File: config.mk
export PLATFORM = sky130hd
export DESIGN_NAME = srsc_top
export DESIGN_NICKNAME = d
export VERILOG_FILES = /design/src/srsc_pkg.sv /design/src/srsc_top.sv
export SDC_FILE = /design/constraint.sdc
export NUM_CORES = 1
export LEC_CHECK = 0
export ABC_AREA = 1
export CAP_MARGIN = 5
export CORE_ASPECT_RATIO = 1.5
export CORE_UTILIZATION = 30
export CTS_CLUSTER_DIAMETER = 30
export CTS_CLUSTER_SIZE = 10
export DETAILED_ROUTE_END_ITERATION = 8
export DONT_BUFFER_PORTS = 1
export PLACE_DENSITY = 0.45
export SETUP_SLACK_MARGIN = 0.3
export SLEW_MARGIN = 25
export SYNTH_ARGS = -nofsm -noshare
export SYNTH_HDL_FRONTEND = slang
export SYNTH_SLANG_ARGS = --single-unit
File: constraint.sdc
create_clock -name pclk -period 2.6 [get_ports pclk]
set_clock_uncertainty 0.15 [all_clocks]
set_input_delay 0.39 -clock pclk [delete_from_list [all_inputs] [get_ports pclk]]
set_output_delay 0.39 -clock pclk [all_outputs]
set_load 0.005 [all_outputs]
File: src/srsc_pkg.sv
// Purpose: Shared constants of the supervisor reset control block
// Assumes: 250 MHz clock, APB register access with 32-bit words
// Notes: Times are kept in their own unit and turned into cycle counts here
package srsc_pkg;
  // Clock rate
  localparam int unsigned CLK_MHZ = 250;
  localparam longint unsigned CLK_HZ = 64'd250_000_000;

  // Noise rejection of the two external reset inputs
  localparam int unsigned FAST_REJECT_NS = 50;
  localparam int unsigned FAST_REJECT_CYC = (FAST_REJECT_NS * CLK_MHZ + 999) / 1000;
  localparam int unsigned SLOW_REJECT_MS = 20;
  localparam int unsigned SLOW_REJECT_CYC = SLOW_REJECT_MS * CLK_MHZ * 1000;

  // Recovery lengths, least values rounded up
  localparam int unsigned REC_DEF_MS = 96;
  localparam int unsigned REC_DEF_CYC = REC_DEF_MS * CLK_MHZ * 1000;
  localparam int unsigned REC_HALT_MS = 40;
  localparam int unsigned REC_HALT_CYC = REC_HALT_MS * CLK_MHZ * 1000;
  localparam int unsigned REC_SHORT_US = 50;
  localparam int unsigned REC_SHORT_CYC = REC_SHORT_US * CLK_MHZ;

  // Battery check period
  localparam int unsigned BAT_PERIOD_H = 24;
  localparam longint unsigned BAT_PERIOD_CYC = 64'(BAT_PERIOD_H) * 64'd3600 * CLK_HZ;

  // Register byte offsets
  localparam logic [7:0] CTRL_OFS = 8'h00;
  localparam logic [7:0] WDOG_OFS = 8'h04;
  localparam logic [7:0] STAT_OFS = 8'h08;
  localparam logic [7:0] IRQ_STAT_OFS = 8'h0C;
  localparam logic [7:0] IRQ_CLR_OFS = 8'h10;
  localparam logic [7:0] IRQ_EN_OFS = 8'h14;

  // Control register fields
  localparam int unsigned CTL_CENT_EN = 0;
  localparam int unsigned CTL_CENT_FLAG = 1;
  localparam int unsigned CTL_REC_SEL = 2;
  localparam int unsigned CTL_OSC_HALT = 3;
  localparam int unsigned CTL_OUT_LVL = 4;
  localparam int unsigned CTL_FREQ_TEST = 5;
  localparam int unsigned CTL_ALARM_IRQ = 6;
  localparam int unsigned CTL_ALARM_BKP = 7;
  localparam int unsigned CTL_SQW_EN = 8;
  localparam int unsigned CTL_HALT_UPD = 9;
  localparam int unsigned CTL_W = 10;
  localparam logic [9:0] CTL_RESET = 10'h210;

  // Status register fields
  localparam int unsigned ST_BAT_LOW = 0;
  localparam int unsigned ST_RST_ACT = 1;
  localparam int unsigned ST_REC_ACT = 2;
  localparam int unsigned ST_PFO_LVL = 3;
  localparam int unsigned ST_BACKUP = 4;

  // Interrupt event bits
  localparam int unsigned EV_EXT_RST = 0;
  localparam int unsigned EV_BAT_LOW = 1;
  localparam int unsigned EV_PWR_FAIL = 2;
  localparam int unsigned EV_CENTURY = 3;
  localparam int unsigned EV_W = 4;

  // Supervisor states
  typedef enum logic [1:0] {SV_BACKUP, SV_HOLD, SV_RECOVER, SV_RUN} srsc_state_t;
endpackage : srsc_pkg

File: src/srsc_top.sv
// Purpose: Reset supervisor, power-fail flag, century flag and battery check
// Assumes: Supply and comparator levels arrive as digital inputs
// Notes: APB slave with zero wait states; open-drain pins as out/enable pairs
`timescale 1ns/1ps

module srsc_top
#(
  parameter int unsigned SLOW_CYC = srsc_pkg::SLOW_REJECT_CYC,
  parameter int unsigned REC_DEF = srsc_pkg::REC_DEF_CYC,
  parameter int unsigned REC_HALT = srsc_pkg::REC_HALT_CYC,
  parameter int unsigned REC_SHORT = srsc_pkg::REC_SHORT_CYC,
  parameter longint unsigned BAT_CYC = srsc_pkg::BAT_PERIOD_CYC
)
(
  input wire logic pclk,
  input wire logic presetn,
  input wire logic psel,
  input wire logic penable,
  input wire logic pwrite,
  input wire logic [7:0] paddr,
  input wire logic [31:0] pwdata,
  output logic [31:0] prdata,
  output logic pready,
  output logic pslverr,
  input wire logic ext_reset_fast_in,
  input wire logic ext_reset_slow_in,
  input wire logic powerfail_sense_in,
  input wire logic supply_ok_in,
  input wire logic supply_backup_in,
  input wire logic battery_ok_in,
  input wire logic century_rollover_in,
  output logic cpu_reset_o,
  output logic cpu_reset_oe,
  output logic powerfail_flag_n,
  output logic combined_irq_pin_o,
  output logic combined_irq_pin_oe,
  output logic irq
);
  import srsc_pkg::*;

  localparam int unsigned NSYNC = 6;

  logic [NSYNC-1:0] raw_in;
  logic [NSYNC-1:0] sync1_q;
  logic [NSYNC-1:0] sync2_q;
  logic fast_n;
  logic slow_n;
  logic sense_hi;
  logic sup_ok;
  logic sup_bkp;
  logic bat_ok;
  logic [3:0] fast_cnt_q;
  logic fast_req_q;
  logic [31:0] slow_cnt_q;
  logic slow_req_q;
  logic ext_req;
  logic [1:0] edge_prev_q;
  srsc_state_t state_q;
  logic [31:0] rec_cnt_q;
  logic [31:0] rec_len;
  logic pwr_rec_q;
  logic powered_before_q;
  logic power_up;
  logic [CTL_W-1:0] ctl_q;
  logic [7:0] wdog_q;
  logic bat_low_q;
  logic [47:0] bat_cnt_q;
  logic bat_test;
  logic pfo_q;
  logic [EV_W-1:0] ev;
  logic [EV_W-1:0] irq_stat_q;
  logic [EV_W-1:0] irq_en_q;
  logic acc;
  logic wr;
  logic wr_block;
  logic addr_ok;
  logic cause;
  logic roll;

  // Level inputs other than the fast reset pass two flip-flops before any use
  assign raw_in = {century_rollover_in, battery_ok_in, supply_backup_in, supply_ok_in,
                   powerfail_sense_in, ext_reset_slow_in};
  for (genvar i = 0; i < NSYNC; i++)
  begin : g_sync
    always_ff @(posedge pclk or negedge presetn)
    begin
      if (!presetn)
      begin
        sync1_q[i] <= 1'b0;
        sync2_q[i] <= 1'b0;
      end
      else
      begin
        sync1_q[i] <= raw_in[i];
        sync2_q[i] <= sync1_q[i];
      end
    end
  end

  // Fast input is filtered directly to keep the short window precise
  assign fast_n = ~ext_reset_fast_in;
  assign slow_n = ~sync2_q[0];
  assign sense_hi = sync2_q[1];
  assign sup_ok = sync2_q[2];
  assign sup_bkp = sync2_q[3];
  assign bat_ok = sync2_q[4];
  assign roll = sync2_q[5] & ~edge_prev_q[1];

  // Fast reset filter: low must persist past the rejection window
  always_ff @(posedge pclk or negedge presetn)
  begin
    if (!presetn)
    begin
      fast_cnt_q <= 4'h0;
      fast_req_q <= 1'b0;
    end
    else if (!fast_n)
    begin
      fast_cnt_q <= 4'h0;
      fast_req_q <= 1'b0;
    end
    else if (fast_cnt_q == 4'(FAST_REJECT_CYC - 1))
      fast_req_q <= 1'b1;
    else
      fast_cnt_q <= fast_cnt_q + 4'h1;
  end

  // Slow reset filter, same scheme with a long window
  always_ff @(posedge pclk or negedge presetn)
  begin
    if (!presetn)
    begin
      slow_cnt_q <= 32'h0000_0000;
      slow_req_q <= 1'b0;
    end
    else if (!slow_n)
    begin
      slow_cnt_q <= 32'h0000_0000;
      slow_req_q <= 1'b0;
    end
    else if (slow_cnt_q == SLOW_CYC - 1)
      slow_req_q <= 1'b1;
    else
      slow_cnt_q <= slow_cnt_q + 32'h0000_0001;
  end

  assign ext_req = fast_req_q | slow_req_q;
  assign cause = ~sup_ok | ext_req;

  // Recovery length from the select and halt bits
  always_comb
  begin
    if (ctl_q[CTL_REC_SEL])
      rec_len = REC_SHORT;
    else if (ctl_q[CTL_OSC_HALT])
      rec_len = REC_HALT;
    else
      rec_len = REC_DEF;
  end

  // Supervisor sequence: backup, hold, recovery count, run
  always_ff @(posedge pclk or negedge presetn)
  begin
    if (!presetn)
    begin
      state_q <= SV_BACKUP;
      rec_cnt_q <= 32'h0000_0000;
    end
    else if (sup_bkp)
      state_q <= SV_BACKUP;
    else if (cause)
      state_q <= SV_HOLD;
    else
    begin
      case (state_q)
        SV_BACKUP, SV_HOLD:
        begin
          state_q <= SV_RECOVER;
          rec_cnt_q <= 32'h0000_0000;
        end
        SV_RECOVER:
        begin
          if (rec_cnt_q >= rec_len - 1)
            state_q <= SV_RUN;
          else
            rec_cnt_q <= rec_cnt_q + 32'h0000_0001;
        end
        SV_RUN: state_q <= SV_RUN;
        default: state_q <= SV_HOLD;
      endcase
    end
  end

  // Power recovery marker, set from backup until the first run
  always_ff @(posedge pclk or negedge presetn)
  begin
    if (!presetn)
      pwr_rec_q <= 1'b1;
    else if (sup_bkp || !sup_ok)
      pwr_rec_q <= 1'b1;
    else if (state_q == SV_RUN)
      pwr_rec_q <= 1'b0;
  end

  assign power_up = (state_q == SV_BACKUP) && !sup_bkp;

  // Reset pin is pulled low in every state but run
  always_ff @(posedge pclk or negedge presetn)
  begin
    if (!presetn)
      cpu_reset_oe <= 1'b1;
    else
      cpu_reset_oe <= (state_q != SV_RUN);
  end
  assign cpu_reset_o = 1'b0;

  // Power-fail flag: low in backup, high while power recovers, else comparator
  always_ff @(posedge pclk or negedge presetn)
  begin
    if (!presetn)
      pfo_q <= 1'b0;
    else if (state_q == SV_BACKUP)
      pfo_q <= 1'b0;
    else if (pwr_rec_q)
      pfo_q <= 1'b1;
    else
      pfo_q <= sense_hi;
  end
  assign powerfail_flag_n = pfo_q;

  // First power-up after battery attach is told apart from later ones
  always_ff @(posedge pclk or negedge presetn)
  begin
    if (!presetn)
      powered_before_q <= 1'b0;
    else if (power_up)
      powered_before_q <= 1'b1;
  end

  // Writes are refused while power is recovering
  assign acc = psel & penable;
  assign wr_block = pwr_rec_q;
  assign wr = acc & pwrite & ~wr_block & addr_ok;

  // Control register with power-up defaults and century toggle
  always_ff @(posedge pclk or negedge presetn)
  begin
    if (!presetn)
      ctl_q <= CTL_RESET;
    else if (power_up)
    begin
      ctl_q[CTL_HALT_UPD] <= 1'b1;
      ctl_q[CTL_FREQ_TEST] <= 1'b0;
      ctl_q[CTL_ALARM_IRQ] <= 1'b0;
      ctl_q[CTL_ALARM_BKP] <= 1'b0;
      ctl_q[CTL_SQW_EN] <= 1'b0;
      if (!powered_before_q)
      begin
        ctl_q[CTL_REC_SEL] <= 1'b0;
        ctl_q[CTL_OSC_HALT] <= 1'b0;
        ctl_q[CTL_OUT_LVL] <= 1'b1;
      end
    end
    else if (wr && paddr == CTRL_OFS)
    begin
      ctl_q <= pwdata[CTL_W-1:0];
      ctl_q[CTL_CENT_FLAG] <= pwdata[CTL_CENT_FLAG] ^ (roll & pwdata[CTL_CENT_EN]);
    end
    else if (roll && ctl_q[CTL_CENT_EN])
      ctl_q[CTL_CENT_FLAG] <= ~ctl_q[CTL_CENT_FLAG];
  end

  // Watchdog setting register, cleared at every power-up
  always_ff @(posedge pclk or negedge presetn)
  begin
    if (!presetn)
      wdog_q <= 8'h00;
    else if (power_up)
      wdog_q <= 8'h00;
    else if (wr && paddr == WDOG_OFS)
      wdog_q <= pwdata[7:0];
  end

  // Daily battery check timer, runs only on main supply
  always_ff @(posedge pclk or negedge presetn)
  begin
    if (!presetn)
      bat_cnt_q <= 48'h0000_0000_0000;
    else if (state_q == SV_BACKUP || !sup_ok || bat_test)
      bat_cnt_q <= 48'h0000_0000_0000;
    else
      bat_cnt_q <= bat_cnt_q + 48'h0000_0000_0001;
  end

  // Test at the end of power recovery and at each daily expiry
  assign bat_test = sup_ok && !sup_bkp &&
                    ((pwr_rec_q && state_q == SV_RUN) ||
                     bat_cnt_q == 48'(BAT_CYC - 1));

  // Battery-low flag changes only on a test result
  always_ff @(posedge pclk or negedge presetn)
  begin
    if (!presetn)
      bat_low_q <= 1'b0;
    else if (bat_test)
      bat_low_q <= ~bat_ok;
  end

  // Combined pin acts as plain output when its other uses are idle
  always_ff @(posedge pclk or negedge presetn)
  begin
    if (!presetn)
      combined_irq_pin_oe <= 1'b0;
    else
      combined_irq_pin_oe <= ~ctl_q[CTL_FREQ_TEST] & ~ctl_q[CTL_ALARM_IRQ] &
                             (wdog_q == 8'h00) & ~ctl_q[CTL_OUT_LVL];
  end
  assign combined_irq_pin_o = 1'b0;

  // Event sources for the interrupt status
  always_ff @(posedge pclk or negedge presetn)
  begin
    if (!presetn)
      edge_prev_q <= 2'b00;
    else
      edge_prev_q <= {sync2_q[5], ext_req};
  end
  assign ev[EV_EXT_RST] = ext_req & ~edge_prev_q[0];
  assign ev[EV_BAT_LOW] = bat_test & ~bat_ok;
  assign ev[EV_PWR_FAIL] = (state_q != SV_BACKUP) & ~pwr_rec_q & pfo_q & ~sense_hi;
  assign ev[EV_CENTURY] = roll & ctl_q[CTL_CENT_EN];

  // Sticky status; a new event wins over a clear in the same cycle
  always_ff @(posedge pclk or negedge presetn)
  begin
    if (!presetn)
      irq_stat_q <= '0;
    else if (wr && paddr == IRQ_CLR_OFS)
      irq_stat_q <= (irq_stat_q & ~pwdata[EV_W-1:0]) | ev;
    else
      irq_stat_q <= irq_stat_q | ev;
  end

  // Interrupt enable register
  always_ff @(posedge pclk or negedge presetn)
  begin
    if (!presetn)
      irq_en_q <= '0;
    else if (wr && paddr == IRQ_EN_OFS)
      irq_en_q <= pwdata[EV_W-1:0];
  end

  assign irq = |(irq_stat_q & irq_en_q);

  // Address decode
  always_comb
  begin
    case (paddr)
      CTRL_OFS, WDOG_OFS, STAT_OFS, IRQ_STAT_OFS, IRQ_CLR_OFS, IRQ_EN_OFS: addr_ok = 1'b1;
      default: addr_ok = 1'b0;
    endcase
  end

  // Zero wait states; error on unmapped address or refused write
  assign pready = 1'b1;
  assign pslverr = acc & (~addr_ok | (pwrite & wr_block));

  // Read data is captured in the setup cycle and shown in the access cycle
  always_ff @(posedge pclk or negedge presetn)
  begin
    if (!presetn)
      prdata <= 32'h0000_0000;
    else if (psel && !penable)
    begin
      case (paddr)
        CTRL_OFS: prdata <= {22'h00_0000, ctl_q};
        WDOG_OFS: prdata <= {24'h00_0000, wdog_q};
        STAT_OFS: prdata <= {27'h000_0000, (state_q == SV_BACKUP), pfo_q,
                             (state_q == SV_RECOVER), (state_q != SV_RUN), bat_low_q};
        IRQ_STAT_OFS: prdata <= {28'h000_0000, irq_stat_q};
        IRQ_EN_OFS: prdata <= {28'h000_0000, irq_en_q};
        default: prdata <= 32'h0000_0000;
      endcase
    end
  end
endmodule : srsc_top

Word level (Yosys, flattened, before mapping)
Index checks and enable logic that the tools add are counted.
{ "op_classes": {"magnitude_cmp": 1, "add_sub_neg": 5, "eq_ne": 17, "mux": 31, "n_reduce_logical": 35, "bitwise": 40} }
{ "ops": {"columns": ["cell", "count"], "rows": [
  ["32-bit two-way mux", 3],
  ["32-bit by 1-bit adder with 32-bit output, second input constant", 2],
  ["32-bit case mux with 2 select lines", 1],
  ["25-bit two-way mux", 2],
  ["10-bit case mux with 5 select lines", 1],
  ["48-bit by 1-bit adder with 48-bit output, second input constant", 1],
  ["48-bit by 45-bit == test with 1-bit output, second input constant", 1],
  ["48-bit two-way mux", 1],
  ["32-bit by 23-bit == test with 1-bit output, second input constant", 1],
  ["32-bit >= comparator", 1],
  ["8-bit two-way mux", 4],
  ["32-bit by 1-bit subtractor with 32-bit output, second input constant", 1],
  ["1-bit AND", 17],
  ["8-bit by 4-bit == test with 1-bit output, second input constant", 2],
  ["8-bit by 5-bit == test with 1-bit output, second input constant", 2],
  ["8-bit logical NOT", 2],
  ["2-bit nonzero test", 8],
  ["1-bit inverter", 14],
  ["4-bit two-way mux", 3],
  ["1-bit two-way mux", 11],
  ["1-bit logical AND", 10],
  ["2-bit inequality test, second input constant", 5],
  ["4-bit AND", 2],
  ["8-bit by 3-bit == test with 1-bit output, second input constant", 1],
  ["other kinds (20)", 33]
]} }
{ "word_totals": {"output_inout_bits": 40, "wordCells": 163, "inputBits": 52, "register_bits": 198} }

Logic depth before layout (Yosys ltp)
{ "depth": {"word_depth": 8, "ltp_mapped": 17, "mapped_depth_nobuf": 16} }

Least setup slack after synthesis
Ideal clock, no wire load.
{ "synth_path": {"path_type": "flip-flop to flip-flop", "start": "register ctl_q[2]", "end": "register rec_cnt_q[7]", "period_less_slack_ns": 2.253, "required_time_ns": 2.333, "path_buffers": 1, "path_stages_with_launch": 14, "t_arrival_ns": 1.986, "setup_time_ns": 0.117, "setup_slack_ns": 0.347, "cell_sequence": "dfrtp_1 -> nor2_1 -> inv_1 -> ha_1 -> a21o_1 -> nor2_1 -> nand2_1 -> a21oi_1 -> nand2_1 -> nand2_1 -> nand2_2 -> buf_4 -> nand2_1 -> nand2_1"} }
{ "synth_between": {"elab_chain_cells": 5} }
{ "synth_lines": {"columns": ["element", "line_no", "text"], "rows": [
  ["start: declaration", "srsc_top.sv:64", "logic [CTL_W-1:0] ctl_q;"],
  ["start signal: assignment", "srsc_top.sv:266", "ctl_q <= pwdata[CTL_W-1:0];"],
  ["start signal: indexed assignment", "srsc_top.sv:267", "ctl_q[CTL_CENT_FLAG] <= pwdata[CTL_CENT_FLAG] ^ (roll & pwdata[CTL_CENT_EN]);"],
  ["start signal: indexed assignment", "srsc_top.sv:270", "ctl_q[CTL_CENT_FLAG] <= ~ctl_q[CTL_CENT_FLAG];"],
  ["25-bit two-way mux", "srsc_top.sv:153", "if (ctl_q[CTL_REC_SEL])"],
  ["32-bit by 1-bit subtractor with 32-bit output", "srsc_top.sv:183", "if (rec_cnt_q >= rec_len - 1)"],
  ["32-bit >= comparator", "srsc_top.sv:183", null],
  ["2-bit inequality test (no source line)", null, null],
  ["4-bit AND reduction (no source line)", null, null],
  ["end signal: assignment", "srsc_top.sv:186", "rec_cnt_q <= rec_cnt_q + 32'h0000_0001;"],
  ["end: declaration", "srsc_top.sv:59", "logic [31:0] rec_cnt_q;"]
]} }
Every way passes these cells.
A chain may end at the register's enable or synchronous reset.

==> metrics.md <==
| Metric | Value |
|---|---|
| Core Box Area | `approximately 0.033 mm^2` |
| Worst-Skew Late Latency | `approximately 460 ps` |
| Max incr delay on CP | `420 ps` |
| Crit path max-delay cell type | `dfrtp_2` |
| Failing checks | `DRC, hold timing` |
| Clk buf depth | `2` |
| DR iter-0 viols | `approximately 440` |
| Distinct cells, synth | `41` |
| Worst rel slew slack | `~44%` |
| Commonest non-fill, non-tap cell in the layout | `nand2_1` |
| Mapped Area | `0.0102 mm^2` |
| Cell Pwr Density | `493 mW/mm^2` |
| Vias per cell | `approximately 4.7` |
| Grt ovf | `0` |
| Finished Layout Cells | `1868` |
| Die Width | `152 um` |
| RSZ-0062 raised after global routing | `true` |
| Clock sink count | `approximately 180` |
| DP Wirelength | `20.5 mm` |
| Total track usage | `between 10% and 20%` |
| Fill cell count | `3568` |
| DRC | `11` |
| WL met3 | `726 um` |
| CTS tree | `done` |
| DR vias | `just under 9000` |
| Initial core utilization | `a little under a third` |
| Hold Path Class | `in -> async` |
| I/O pin count | `between 90 and 100` |
| Number of global-route vias before repair | `8734` |
| Post-Place Worst Slack | `about 33 ps` |
| Most used cell, CP | `buf_4` |
| Fin crit period | `about 2400 ps` |
| Number of port buffers | `0` |
| Worst vdd ir | `416 uV` |
| Area Growth Syn to Fin | `16.5%` |
| CTS H-Tree Depth | `4` |
| R2R setup slack | `240 ps` |
| Mean Syn Cell Area | `about 7.4 um^2` |
| Share of the synthesized area in the top cell type | `approximately 42%` |
| Root Driver | `clkbuf_16` |
| Leak pwr | `slightly above 5 nW` |
| Cell taking the most area after synthesis | `dfrtp_1` |
| Status | `finished, violations left` |
| Clk pin slew, worst setup/hold paths | `around 80 ps` |
| Final setup fails | `0` |
| Post-synthesis instance total | `1381` |
| Final worst slack | `approximately 240 ps` |
| Synthesized flop and latch total | `around 180` |
| Final Cycle Share | `around 91%` |
| First-pass GRT wire length | `between 40 and 50 mm` |
| Sequential area share after synthesis | `43.4%` |
| Setup crit start kind | `flop` |
| Post-Route WL | `approximately 28 mm` |
| Ys Warns | `0` |
| Crit-path max FO | `4` |
| Total CTS buffers | `17` |
| Die Span Y | `between 200 and 250 um` |
| CTS Hold Bufs | `13` |
| Critical Path RT | `2830 ps` |
| Share of cells above drive strength 1 | `9.39%` |
| Kind of critical path | `reg -> reg` |
| Area contributors post-synth | `dfrtp_1 42%, nand2_1 14%, nor2_1 8.9%, inv_1 5.5%, nand3_1 4.7%` |
| WHS | `-525 ps` |
| Crit path cell chain | `inv_2, buf_4, buf_4, buf_4, buf_4, buf_4, buf_4, buf_4, buf_4, buf_4, buf_4, buf_4, buf_4, buf_4, o22ai_2` |
| Avg WL per Cell | `roughly 15 um` |
| Met2 WL | `about 15 mm` |
| DR pass1 iterations | `7` |
| Initial antenna violation count | `0` |
| Met1 wire length | `11.9 mm` |
| Max-Cap Viols | `0` |
| FMAX | `between 400 and 500 MHz` |
| Std-Cell Rows | `82` |
| Tot Pwr | `roughly 0.0058 W` |
| Dpl cells | `1802` |
| Slew Limit Fails | `0` |
| Gpl congestion | `just under 0.9` |
| Most frequent cells in the layout | `375 x nand2_1, 235 x nor2_1, 171 x dfrtp_1` |
| Data arrival at the endpoint of the critical path | `roughly 2600 ps` |
| Largest net degree at the start of global routing | `~180` |
| Critical path capture point type | `flop` |
| Antenna cells | `0` |
| Die area | `~0.035 mm^2` |
| Final nets | `between 1500 and 2000` |
| Top Layer Used | `met4` |
| Setup TNS | `0 ps` |
| Fin. Hold Viols | `~180` |
| Worst Max-Slew Pin Slew | `approximately 840 ps` |
| Post-DRT Antenna Nets | `0` |
## cell families (layout without fill, tap and decap cells)
logic type	after synthesis	after routing	share of synthesized area [%]
multiplexers	1	1	0.0986
adder cells (fa/ha/maj)	24	24	2.96
XOR/XNOR	63	63	5.44
AO/OA/AOI/OAI	91	91	4.97
buffers and inverters	196	238	8.53
flip-flops	176	176	43.4
other	2	27	0.0740
AND/OR/NAND/NOR	828	828	34.5
## registers in the layout (all words and copies together) (netlist names), 2 cells and up
register,cells
edge_prev_q,2
rec_cnt_q,32
sync1_q,6
prdata,10
irq_en_q,4
irq_stat_q,4
wdog_q,8
state_q,2
ctl_q,10
bat_cnt_q,48
sync2_q,2
slow_cnt_q,32
fast_cnt_q,4
## cell usage after synthesis
master      n
nand2_1   383
nor2_1    242
dfrtp_1   172
inv_1     148
nand3_1    96
xor2_1     52
nor3_1     41
o21ai_0    38
buf_4      27
nand4_1    27
a21oi_1    25
ha_1       24
o22ai_1    16
xnor2_1    11
clkbuf_1    9
nor4_1      8
nor3b_1     6
buf_2       5
nor2_2      5
nor3_2      5
or2_2       5
dfstp_2     4
inv_2       4
nand2_2     4
buf_6       3
a21boi_0    2
conb_1      2
nor3_4      2
o21ai_1     2
o21bai_1    2
a21o_1      1
a31o_2      1
mux2i_1     1
nand3b_1    1
nor2_4      1
nor2b_1     1
nor3b_2     1
o211ai_1    1
o21ai_2     1
o22a_1      1
o31ai_1     1
## final cells by class
class / count / area, um^2 / share of cell area [%]
Inverter: 152 / 571 / 4.82
Clock buffer: 21 / 460 / 3.89
Tap cell: 420 / 526 / 4.44
Multi-Input combinational cell: 1034 / 5170 / 43.7
Clock inverter: 11 / 130 / 1.10
Sequential cell: 176 / 4410 / 37.3
Timing Repair Buffer: 54 / 561 / 4.74
## per-stage QoR
stage	cell area, um^2	utilization [%]
after global routing	11800	35.5
after CTS	11600	34.7
after floorplan	10200	-
after detailed placement	10700	32.1
after global placement	10700	32.1
final	11800	35.5
## where the power goes
group	internal [W]	total [W]	switching [W]
Sequential	0.00280	0.00285	0.0000493
Clock	0.00142	0.00266	0.00124
Combinational	0.000122	0.000322	0.000200
Total	0.00434	0.00583	0.00149
## critical path: cells and delay by family, from the launching register on
| family | cells | cell delay (ps) |
|---|---|---|
| buffers and inverters | 14 | 1630 |
| DFF | 1 | 420 |
| AOI/OAI and AO/OA | 1 | 80 |
## layer usage
layer	GRT usage (%)	vias up
met5	0	-
met4	7.67	0
met3	2.51	53
met2	31.1	153
met1	19.0	4073
li1	-	4450
## path summary, 6_finish.rpt
check                             startpoint            to  cells past startpoint
setup / recovery                    ctl_q[2]      ctl_q[2]                     15
hold / removal                       presetn     prdata[7]                      0
setup reg to reg                    ctl_q[2]      ctl_q[2]                     15
hold reg to reg                   sync1_q[5]    sync2_q[5]                      0
max in group asynchronous            presetn  bat_cnt_q[4]                      0
min in group pclk          ext_reset_fast_in    fast_req_q                      3
## repair_timing
| item | in CTS | in global routing |
|---|---|---|
| endpoints found under the setup margin | 33 | 82 |
| gates resized for setup | 17 | 26 |
| pin swaps | 4 | 15 |
| hold endpoints to repair | 193 | 176 |
| setup buffers | 13 | 5 |
| gates cloned | 0 | 3 |
No activity file was read; power rests on OpenSTA's default activity.
